<file path="config.mk">
export PLATFORM = sky130hd
export DESIGN_NAME = citeu_top
export DESIGN_NICKNAME = d
export VERILOG_FILES = /design/src/citeu_pkg.sv /design/src/citeu_top.sv /design/src/citeu_decode.sv /design/src/citeu_exc.sv
export SDC_FILE = /design/constraint.sdc
export NUM_CORES = 1
export LEC_CHECK = 0
export BUFFER_PORTS_ARGS = -buffer_cell sky130_fd_sc_hd__buf_2
export CORE_UTILIZATION = 50
export DETAILED_ROUTE_END_ITERATION = 7
export PLACE_DENSITY = 0.8
export SYNTH_ARGS = -nofsm -noshare
export SYNTH_HDL_FRONTEND = slang
export SYNTH_SLANG_ARGS = --single-unit
</file>
<file path="constraint.sdc">
create_clock -name core_clk -period 3.17 [get_ports core_clk]
set_input_delay 0.951 -clock core_clk [delete_from_list [all_inputs] [get_ports core_clk]]
set_output_delay 0.951 -clock core_clk [all_outputs]
set_load 0.005 [all_outputs]
</file>
<file path="src/citeu_pkg.sv">
/*
  Constants, field layouts and carrier types of the exception unit.
  Assumes a core that strobes decode, execute and instruction boundary events.
*/
// Summary of operation
// - Interrupt levels one to seven, seven highest
// - Three-bit mask inhibits levels at or below it
// - Rising to level seven always interrupts
// - Held seven taken when mask drops below
// - Encoded level input, zero means no request
// - Requests pending, checked only between instructions
// - Copy status, supervisor, no trace, set mask
// - Acknowledge cycle shows level on address
// - Autovector request yields level-derived vector
// - Spurious vector 24, autovectors 25 to 31
// - Bus fault in acknowledge means spurious
// - Spurious uses short frame, spurious vector
// - Interrupt saves next pc, loads fetched vector
// - Traps copy status, supervisor, internal vector
// - Syscall operand n selects vector 32+n
// - Traps stack pc of following instruction
// - Syscall always; checks conditional; zero divide
// - Fixed vectors for illegal through line-f
// - Unknown words and three patterns are illegal
// - Line-a and line-f words have own vectors
// - Illegal word stacks frame, fetches illegal vector
// - Privileged instructions trap in user mode
// - Privilege violation stacks faulting instruction address
package citeu_pkg;
  // ==========================================================
  // Levels and status word layout
  localparam logic [2:0] LVL_NONE = 3'h0;
  localparam logic [2:0] LVL_NMI = 3'h7;
  localparam int SR_T_BIT = 15;
  localparam int SR_S_BIT = 13;
  localparam int SR_MASK_LSB = 8;
  localparam int SR_MASK_MSB = 10;
  localparam logic [15:0] SR_RESET = 16'h2700;
  // ==========================================================
  // Vector numbers
  localparam logic [7:0] VEC_ILLEGAL = 8'h04;
  localparam logic [7:0] VEC_ZERO_DIV = 8'h05;
  localparam logic [7:0] VEC_BOUNDS = 8'h06;
  localparam logic [7:0] VEC_OVF = 8'h07;
  localparam logic [7:0] VEC_PRIV = 8'h08;
  localparam logic [7:0] VEC_LINE_A = 8'h0a;
  localparam logic [7:0] VEC_LINE_F = 8'h0b;
  localparam logic [7:0] VEC_SPURIOUS = 8'h18;
  localparam logic [7:0] VEC_AUTO_BASE = 8'h18;
  localparam logic [7:0] VEC_TRAP_BASE = 8'h20;
  // ==========================================================
  // Opcode patterns, value and compare mask
  localparam logic [15:0] OP_BAD_A = 16'h4afa;
  localparam logic [15:0] OP_BAD_B = 16'h4afb;
  localparam logic [15:0] OP_BAD_C = 16'h4afc;
  localparam logic [3:0] OP_LINE_A = 4'ha;
  localparam logic [3:0] OP_LINE_F = 4'hf;
  localparam logic [15:0] OP_ANDI_SR = 16'h027c;
  localparam logic [15:0] OP_EORI_SR = 16'h0a7c;
  localparam logic [15:0] OP_ORI_SR = 16'h007c;
  localparam logic [15:0] OP_TO_SR = 16'h46c0;
  localparam logic [15:0] OP_FROM_SR = 16'h40c0;
  localparam logic [15:0] M_EA = 16'hffc0;
  localparam logic [15:0] OP_USP = 16'h4e60;
  localparam logic [15:0] OP_SYSCALL = 16'h4e40;
  localparam logic [15:0] M_LOW4 = 16'hfff0;
  localparam logic [15:0] OP_RESET = 16'h4e70;
  localparam logic [15:0] OP_HALT = 16'h4e72;
  localparam logic [15:0] OP_RET = 16'h4e73;
  localparam logic [15:0] OP_OVF = 16'h4e76;
  localparam logic [15:0] OP_ALT = 16'h0e00;
  localparam logic [15:0] M_ALT = 16'hff00;
  localparam logic [15:0] OP_CHK = 16'h4180;
  localparam logic [15:0] M_CHK = 16'hf1c0;
  localparam logic [15:0] OP_SIGNED_QUOTIENT_OP = 16'h81c0;
  localparam logic [15:0] OP_UNSIGNED_QUOTIENT_OP = 16'h80c0;
  // ==========================================================
  // Carrier types
  typedef struct packed {
    logic boundary;
    logic decode_valid;
    logic [15:0] opword;
    logic insn_legal;
    logic exec_done;
    logic ovf_cond;
    logic bounds_cond;
    logic divisor_zero;
    logic [31:0] insn_pc;
    logic [31:0] next_pc;
  } citeu_evt_t;
  typedef struct packed {
    logic illegal;
    logic line_a;
    logic line_f;
    logic priv;
    logic syscall;
    logic ovf;
    logic chk;
    logic div;
  } citeu_cls_t;
  typedef struct packed {
    logic valid;
    logic [7:0] vector;
    logic short_frame;
    logic [15:0] sr_copy;
    logic [31:0] stacked_pc;
    logic [31:0] new_pc;
  } citeu_exc_t;
  typedef enum logic [2:0] {
    ST_IDLE = 3'b001,
    ST_IACK = 3'b010,
    ST_VFETCH = 3'b100
  } citeu_state_t;
endpackage

</file>
<file path="src/citeu_top.sv">
/*
  Top of the exception unit: status word, recognition, acknowledge and vector fetch.
  Assumes one event strobe per cycle from the core and a bus unit for the cycles.
*/
`timescale 1ns/1ps
module citeu_top
  import citeu_pkg::*;
(
  input wire logic core_clk,
  input wire logic arst_n,
  input wire logic [2:0] interrupt_level_inputs,
  input wire citeu_pkg::citeu_evt_t evt,
  input wire logic sr_wr,
  input wire logic [15:0] sr_wdata,
  input wire logic transfer_ack_input,
  input wire logic bus_fault_input,
  input wire logic autovector_input,
  input wire logic [7:0] iack_data_in,
  input wire logic fetch_done,
  input wire logic [31:0] fetch_data,
  output logic [15:0] status_word_ff,
  output logic busy_ff,
  output logic iack_ff,
  output logic [2:0] iack_lvl_ff,
  output logic vfetch_req_ff,
  output logic [31:0] vfetch_addr_ff,
  output citeu_pkg::citeu_exc_t exc_ff
);
  import citeu_pkg::*;

  citeu_state_t state_ff;
  citeu_state_t nxt_state;
  citeu_cls_t cls;
  logic [2:0] pend_lvl;
  logic nmi_edge;
  logic [2:0] mask;
  logic user_mode;
  logic take_int;
  logic int_go;
  logic [2:0] take_lvl;
  logic dec_exc;
  logic [7:0] dec_vec;
  logic exe_exc;
  logic [7:0] exe_vec;
  logic recog;
  logic [7:0] vec_ff;
  logic [7:0] nxt_vec;
  logic short_ff;
  logic [15:0] sr_copy_ff;
  logic [31:0] pc_ff;
  logic iack_end;

  // ==========================================================
  // Submodules
  citeu_decode u_dec (
    .opword(evt.opword),
    .insn_legal(evt.insn_legal),
    .cls(cls)
  );

  citeu_irq_pend u_pend (
    .core_clk(core_clk),
    .arst_n(arst_n),
    .level_in(interrupt_level_inputs),
    .take_nmi(int_go && nmi_edge),
    .pend_lvl_ff(pend_lvl),
    .nmi_edge_ff(nmi_edge)
  );

  // ==========================================================
  // Recognition
  assign mask = status_word_ff[SR_MASK_MSB:SR_MASK_LSB];
  assign user_mode = !status_word_ff[SR_S_BIT];
  // Zero never exceeds a mask, so no request is no interrupt
  assign take_int = state_ff == ST_IDLE && evt.boundary
                    && (nmi_edge || pend_lvl > mask);
  assign take_lvl = nmi_edge ? LVL_NMI : pend_lvl;
  // Edge latch only clears when the interrupt really wins over a trap
  assign int_go = take_int && !(evt.decode_valid && dec_exc) && !(evt.exec_done && exe_exc);

  always_comb
  begin
    dec_exc = 1'b1;
    dec_vec = VEC_ILLEGAL;
    if (cls.line_a)
      dec_vec = VEC_LINE_A;
    else if (cls.line_f)
      dec_vec = VEC_LINE_F;
    else if (cls.illegal)
      dec_vec = VEC_ILLEGAL;
    else if (cls.priv && user_mode)
      dec_vec = VEC_PRIV;
    else
      dec_exc = 1'b0;
  end

  always_comb
  begin
    exe_exc = 1'b1;
    exe_vec = VEC_TRAP_BASE + {4'h0, evt.opword[3:0]};
    if (cls.syscall)
      exe_vec = VEC_TRAP_BASE + {4'h0, evt.opword[3:0]};
    else if (cls.ovf && evt.ovf_cond)
      exe_vec = VEC_OVF;
    else if (cls.chk && evt.bounds_cond)
      exe_vec = VEC_BOUNDS;
    else if (cls.div && evt.divisor_zero)
      exe_vec = VEC_ZERO_DIV;
    else
      exe_exc = 1'b0;
  end

  assign recog = state_ff == ST_IDLE
                 && ((evt.decode_valid && dec_exc) || (evt.exec_done && exe_exc) || take_int);
  assign iack_end = state_ff == ST_IACK
                    && (bus_fault_input || autovector_input || transfer_ack_input);

  // ==========================================================
  // Sequencer
  always_comb
  begin
    nxt_state = state_ff;
    case (state_ff)
      ST_IDLE:
      begin
        if (evt.decode_valid && dec_exc)
          nxt_state = ST_VFETCH;
        else if (evt.exec_done && exe_exc)
          nxt_state = ST_VFETCH;
        else if (take_int)
          nxt_state = ST_IACK;
      end
      ST_IACK:
      begin
        if (iack_end)
          nxt_state = ST_VFETCH;
      end
      ST_VFETCH:
      begin
        if (fetch_done)
          nxt_state = ST_IDLE;
      end
      default:
        nxt_state = ST_IDLE;
    endcase
  end

  always_ff @(posedge core_clk or negedge arst_n)
  begin
    if (!arst_n)
      state_ff <= ST_IDLE;
    else
      state_ff <= nxt_state;
  end

  always_ff @(posedge core_clk or negedge arst_n)
  begin
    if (!arst_n)
      busy_ff <= 1'b0;
    else
      busy_ff <= nxt_state != ST_IDLE;
  end

  // ==========================================================
  // Status word
  always_ff @(posedge core_clk or negedge arst_n)
  begin
    if (!arst_n)
      status_word_ff <= SR_RESET;
    else if (recog)
    begin
      status_word_ff[SR_S_BIT] <= 1'b1;
      status_word_ff[SR_T_BIT] <= 1'b0;
      if (!(evt.decode_valid && dec_exc) && !(evt.exec_done && exe_exc))
        status_word_ff[SR_MASK_MSB:SR_MASK_LSB] <= take_lvl;
    end
    else if (sr_wr)
      status_word_ff <= sr_wdata;
  end

  // Copy captured from the unmodified word
  always_ff @(posedge core_clk or negedge arst_n)
  begin
    if (!arst_n)
      sr_copy_ff <= '0;
    else if (recog)
      sr_copy_ff <= status_word_ff;
  end

  // ==========================================================
  // Stacked program counter
  always_ff @(posedge core_clk or negedge arst_n)
  begin
    if (!arst_n)
      pc_ff <= '0;
    else if (recog && evt.decode_valid && dec_exc)
      pc_ff <= evt.insn_pc;
    else if (recog)
      pc_ff <= evt.next_pc;
  end

  // ==========================================================
  // Vector selection
  always_comb
  begin
    nxt_vec = vec_ff;
    if (state_ff == ST_IDLE && evt.decode_valid && dec_exc)
      nxt_vec = dec_vec;
    else if (state_ff == ST_IDLE && evt.exec_done && exe_exc)
      nxt_vec = exe_vec;
    else if (state_ff == ST_IACK && bus_fault_input)
      nxt_vec = VEC_SPURIOUS;
    else if (state_ff == ST_IACK && autovector_input)
      nxt_vec = VEC_AUTO_BASE + {5'h00, iack_lvl_ff};
    else if (state_ff == ST_IACK && transfer_ack_input)
      nxt_vec = iack_data_in;
  end

  always_ff @(posedge core_clk or negedge arst_n)
  begin
    if (!arst_n)
      vec_ff <= '0;
    else
      vec_ff <= nxt_vec;
  end

  always_ff @(posedge core_clk or negedge arst_n)
  begin
    if (!arst_n)
      short_ff <= 1'b0;
    else if (recog)
      short_ff <= 1'b0;
    else if (state_ff == ST_IACK && bus_fault_input)
      short_ff <= 1'b1;
  end

  // ==========================================================
  // Acknowledge cycle
  always_ff @(posedge core_clk or negedge arst_n)
  begin
    if (!arst_n)
    begin
      iack_ff <= 1'b0;
      iack_lvl_ff <= LVL_NONE;
    end
    else if (take_int && !(evt.decode_valid && dec_exc) && !(evt.exec_done && exe_exc))
    begin
      iack_ff <= 1'b1;
      iack_lvl_ff <= take_lvl;
    end
    else if (iack_end)
      iack_ff <= 1'b0;
  end

  // ==========================================================
  // Vector fetch
  always_ff @(posedge core_clk or negedge arst_n)
  begin
    if (!arst_n)
    begin
      vfetch_req_ff <= 1'b0;
      vfetch_addr_ff <= '0;
    end
    else if (nxt_state == ST_VFETCH && !(state_ff == ST_VFETCH && fetch_done))
    begin
      vfetch_req_ff <= 1'b1;
      vfetch_addr_ff <= {22'h0, nxt_vec, 2'b00};
    end
    else
      vfetch_req_ff <= 1'b0;
  end

  // ==========================================================
  // Dispatch record
  always_ff @(posedge core_clk or negedge arst_n)
  begin
    if (!arst_n)
      exc_ff <= '0;
    else if (state_ff == ST_VFETCH && fetch_done)
    begin
      exc_ff.valid <= 1'b1;
      exc_ff.vector <= vec_ff;
      exc_ff.short_frame <= short_ff;
      exc_ff.sr_copy <= sr_copy_ff;
      exc_ff.stacked_pc <= pc_ff;
      exc_ff.new_pc <= fetch_data;
    end
    else
      exc_ff.valid <= 1'b0;
  end

  // ==========================================================
  // Checks
  mask_gate_a: assert property (@(posedge core_clk) disable iff (!arst_n)
    (state_ff == ST_IDLE && evt.boundary && !evt.decode_valid && !evt.exec_done
     && !nmi_edge && pend_lvl <= mask) |=> !iack_ff)
    else $error("masked request acknowledged");

  nmi_take_a: assert property (@(posedge core_clk) disable iff (!arst_n)
    (state_ff == ST_IDLE && evt.boundary && nmi_edge && !evt.decode_valid && !evt.exec_done)
    |=> iack_ff && iack_lvl_ff == LVL_NMI)
    else $error("level seven edge not taken");

  iack_mask_a: assert property (@(posedge core_clk) disable iff (!arst_n)
    $rose(iack_ff) |-> status_word_ff[SR_MASK_MSB:SR_MASK_LSB] == iack_lvl_ff
      && status_word_ff[SR_S_BIT] && !status_word_ff[SR_T_BIT])
    else $error("mask or mode not set on acknowledge");

  sr_copy_a: assert property (@(posedge core_clk) disable iff (!arst_n)
    recog |=> sr_copy_ff == $past(status_word_ff))
    else $error("status copy not pre-exception");

  spurious_vec_a: assert property (@(posedge core_clk) disable iff (!arst_n)
    (state_ff == ST_IACK && bus_fault_input) |=> vec_ff == VEC_SPURIOUS && short_ff
      && vfetch_req_ff)
    else $error("bus fault not spurious");

  autovec_a: assert property (@(posedge core_clk) disable iff (!arst_n)
    (state_ff == ST_IACK && !bus_fault_input && autovector_input)
    |=> vec_ff == VEC_AUTO_BASE + {5'h00, $past(iack_lvl_ff)})
    else $error("autovector wrong");

  vec_addr_a: assert property (@(posedge core_clk) disable iff (!arst_n)
    vfetch_req_ff |-> vfetch_addr_ff == {22'h0, vec_ff, 2'b00})
    else $error("vector address not four times number");

  syscall_vec_a: assert property (@(posedge core_clk) disable iff (!arst_n)
    (state_ff == ST_IDLE && !evt.decode_valid && evt.exec_done && cls.syscall)
    |=> vec_ff == VEC_TRAP_BASE + {4'h0, $past(evt.opword[3:0])} && pc_ff == $past(evt.next_pc))
    else $error("syscall vector wrong");

  priv_vec_a: assert property (@(posedge core_clk) disable iff (!arst_n)
    (state_ff == ST_IDLE && evt.decode_valid && !cls.illegal && !cls.line_a && !cls.line_f
     && cls.priv && user_mode)
    |=> vec_ff == VEC_PRIV && pc_ff == $past(evt.insn_pc))
    else $error("privilege violation not raised");

  dispatch_a: assert property (@(posedge core_clk) disable iff (!arst_n)
    (state_ff == ST_VFETCH && fetch_done) |=> exc_ff.valid && exc_ff.new_pc == $past(fetch_data)
      ##1 !exc_ff.valid)
    else $error("dispatch record wrong");
endmodule // citeu_top

</file>
<file path="src/citeu_decode.sv">
/*
  Opcode classifier for the exception unit.
  Assumes the core supplies the first word and its own legality verdict.
*/
`timescale 1ns/1ps
module citeu_decode
  import citeu_pkg::*;
(
  input wire logic [15:0] opword,
  input wire logic insn_legal,
  output citeu_pkg::citeu_cls_t cls
);
  import citeu_pkg::*;

  logic la;
  logic lf;
  // ==========================================================
  // Classification
  assign la = opword[15:12] == OP_LINE_A;
  assign lf = opword[15:12] == OP_LINE_F;
  always_comb
  begin
    cls = '0;
    cls.line_a = la;
    cls.line_f = lf;
    cls.illegal = opword == OP_BAD_A || opword == OP_BAD_B || opword == OP_BAD_C
                  || (!insn_legal && !la && !lf);
    cls.priv = opword == OP_ANDI_SR || opword == OP_EORI_SR || opword == OP_ORI_SR
               || (opword & M_EA) == OP_TO_SR || (opword & M_EA) == OP_FROM_SR
               || (opword & M_LOW4) == OP_USP || opword == OP_RESET
               || opword == OP_RET || opword == OP_HALT
               || ((opword & M_ALT) == OP_ALT && opword[7:6] != 2'b11);
    cls.syscall = (opword & M_LOW4) == OP_SYSCALL;
    cls.ovf = opword == OP_OVF;
    cls.chk = (opword & M_CHK) == OP_CHK;
    cls.div = (opword & M_CHK) == OP_SIGNED_QUOTIENT_OP || (opword & M_CHK) == OP_UNSIGNED_QUOTIENT_OP;
  end
endmodule // citeu_decode

</file>
<file path="src/citeu_exc.sv">
/*
  Interrupt request pending: registered request level and level seven edge latch.
  Assumes the core strobes events, stacks the frame and then loads new_pc.
*/
`timescale 1ns/1ps
module citeu_irq_pend
  import citeu_pkg::*;
(
  input wire logic core_clk,
  input wire logic arst_n,
  input wire logic [2:0] level_in,
  input wire logic take_nmi,
  output logic [2:0] pend_lvl_ff,
  output logic nmi_edge_ff
);
  import citeu_pkg::*;

  logic [2:0] prev_ff;
  // ==========================================================
  // Pending level latch
  always_ff @(posedge core_clk or negedge arst_n)
  begin
    if (!arst_n)
    begin
      prev_ff <= LVL_NONE;
      pend_lvl_ff <= LVL_NONE;
    end
    else
    begin
      prev_ff <= level_in;
      pend_lvl_ff <= level_in;
    end
  end
  // ==========================================================
  // Level seven edge, set wins over clear
  always_ff @(posedge core_clk or negedge arst_n)
  begin
    if (!arst_n)
      nmi_edge_ff <= 1'b0;
    else if (level_in == LVL_NMI && prev_ff != LVL_NMI)
      nmi_edge_ff <= 1'b1;
    else if (take_nmi)
      nmi_edge_ff <= 1'b0;
  end
  nmi_edge_a: assert property (@(posedge core_clk) disable iff (!arst_n)
    (level_in == LVL_NMI && prev_ff != LVL_NMI) |=> nmi_edge_ff)
    else $error("level seven edge not latched");
endmodule // citeu_irq_pend

</file>
==> impl_metrics.toml <==
[placement]
dpl.hpwl_um = 14040
gp_congestion = 0.9339
port_buffers = 272

[clock_tree]
cts.path.max_buffers = 2
path_clk_slew_ns = 0.07
postCtsSetupBuffers = 0
hold_buffers = 0
cts_tree = "yes"
cts_max_level = 4
cts_buffers = 17
clock_sinks = 184
ctsResizeCount = 0
clk-insertion-delay-late_ns = 0.43
cts_root_buf = "clkbuf_16"

[timing]
period_needed_ns = 2.935
rsz0062_at_grt = "no"
slew_violations = 0
hold_violations = 0
clock_skew_ns = 0.01071
fin_tns_setup_ns = 0
fmax_ghz = 0.3408
setup_violations = 0
fin_crit_sh_pct = 92.57

[yosys]
yosys.area.top_type = "dfrtp_1"
synth-seq-cells = 184
yosysTopAreaCellShare_pct = 53.41
syn_area_sq_um = 8387
ys.flop_type = "dfrtp_1"
synth_edf_count = 0
ys_warn_count = 0
yosysMostFrequentCell = "dfrtp_1"
ys_types = 58
ys_top_cells_by_area = "dfrtp_1 (53%), mux2_2 (16%), mux2_4 (8.1%)"
syn_area_per_cell_sq_um = 14.14
syn_inst = 593
yosysSeqAreaShare_pct = 54.98
synth_common_cells = "dfrtp_1 (179), mux2_2 (116), mux2_4 (45)"
async_flop_share_pct = 100.0

[setup_path]
startpoint_type = "input port"
reg2regPathDepth = 10
crit_chain = "buf_2 -> or4b_4 -> o41ai_2 -> o21ai_1 -> and4b_4 -> nor2_8 -> buf_12 -> mux2_2"
worstPathRequired_ns = 3.48
end_kind = "register"
cpPeakStageDelay_ns = 0.53
critical_path_class = "input port to register"
cp.depth = 8
arrival_ns = 3.24
cp_top_family = "simple AND/OR/NAND/NOR gates"
cp_max_fo = 24
path_buf_inv = 2
cpMaxStageDelayCell = "or4b_4"

[route]
routed_wl_um = 18970
highest_layer = "met4"
avgViaCountPerCell = 5.164
num_vias = 5840
met1_length_um = 7722
avgRoutedWirePerCell_um = 16.77
first_pass_iters = 4
final_antenna_net_count = 0
met2_length_um = 9631
drcViolationCount = 0
met3_length_um = 1141
drtIter0Drc = 175

[floorplanning]
std_cell_rows = 46
die-area_sq_um = 17290
die_x_um = 131.5
die_h_um = 131.5
core-area_sq_um = 16120
pin_count = 297
start_util_pct = 52.04

[grt]
antenna_found_initial = 1
grt_usage_pct = 22.51
grt_pass1_wl_um = 30510
grt_overflow = 0
grt_pass1_vias = 5888
grt_max_degree = 72

[power_and_ir_drop]
ir_drop_mv = 0.4314
pwr-share-clk_pct = 22.1
power_per_cell_area_nw_per_um2 = 863.2
swShare_pct = 30.78
finalPower_mw = 9.304
seqPwrFrac_pct = 43.1
power_frac_comb_pct = 34.8
p_switching_mw = 2.864
p_int_mw = 6.440
p_leak_nw = 5.479

[final_layout]
nets = 1057
drive_gt1_share_pct = 57.77
area_delta_synth_final_pct = 28.51

[flow_run]
maxCapViolCount = 0

[run_status]
outcome = "finished, final reports clean"

[worst_hold_path]
hold_path.class = "input port to async pin"
==> metal layers <==
layer  vias up  global-route usage [%]
li1       2707                       -
met1      2877                   26.39
met4         0                   9.948
met2       220                   38.89
met3        36                   5.671
met5         -                       0
==> power groups by stage <==
stage                     clock, mW  sequential (mW)  combinational (mW)
after floorplan                   0             3.97                1.95
after global placement            0             3.98                3.17
after detailed placement          0             4.04                3.27
after CTS                      2.11             4.02                3.29
after global routing           2.20             4.15                3.50
final                          2.06             4.01                3.24
==> cell families (layout without fill, tap and decap cells) <==
kind of cell	Yosys count	in the layout	share of synthesized area [%]
compound gates	50	50	4.446
mux	199	199	28.57
other cells	1	25	0.04471
flops	184	184	54.98
fa+ha+maj	3	3	0.4476
simple gates	95	95	6.833
buf+inv	59	357	4.476
xor+xnor	2	2	0.2089
==> through the flow <==
step / utilization [%] / setup slack [ns] / std cells / hold slack [ns] / cell area (sq um)
5_1_grt: 66.88 / 0.1584 / 1131 / 0.4625 / 10780
3_5_place_dp: 63.28 / -0.1729 / 1098 / 0.4580 / 10200
6_report: 66.88 / 0.2355 / 1131 / 0.4429 / 10780
4_1_cts: 66.86 / 0.2842 / 1130 / 0.4440 / 10780
3_3_place_gp: 63.28 / -0.1087 / 1098 / 0.4577 / 10200
2_1_floorplan: - / 0.05394 / 616 / 0.4522 / 8473
==> worst paths after layout <==
check	start	end	slack [ns]
worst max-delay path	evt[79]	pc_ff[30]	0.24
worst min-delay path	arst_n	exc_ff[34]	0.44
worst max register to register	status_word_ff[9]	busy_ff	0.49
worst min register to register	iack_ff	iack_ff	0.48
max in group asynchronous	arst_n	status_word_ff[8]	1.95
min in group core_clk	iack_ff	iack_ff	0.48
==> flip-flops by register name, summed over array words and instances (netlist names), 3 cells and up <==
| signal | cells |
|---|---|
| exc_ff | 90 |
| pc_ff | 32 |
| sr_copy_ff | 16 |
| status_word_ff | 16 |
| vec_ff | 8 |
| vfetch_addr_ff | 8 |
| iack_lvl_ff | 3 |
| state_ff | 3 |
| u_pend.pend_lvl_ff | 3 |
==> area by class of cell <==
class                      count  area [sq um]
fill                        1209          5338
multi-input combinational    373          3492
sequential                   184          4611
tap                          216         270.3
inverter                      11         41.29
antenna                        1         2.502
clock buffer                  18         439.2
clock inverter                14         138.9
timing repair buffer         314          1783
==> cells in the final DEF, fill, tap and decap left out, drive strengths merged, types with 3 or more instances in the layout <==
cell type and n:
a21boi 3, a21oi 13, buf 314, clkbuf 18, clkinv 3, clkinvlp 4, conb 24, dfrtp 179
dfstp 5, ha 3, inv 17, mux2 188, mux2i 11, nand2 19, nand3 8, nand4 3
nand4b 3, nor2 24, nor2b 6, nor3 5, nor3b 3, o21ai 15, o221ai 6, or3 3
or4 4
(Power assumes the default switching activity.)
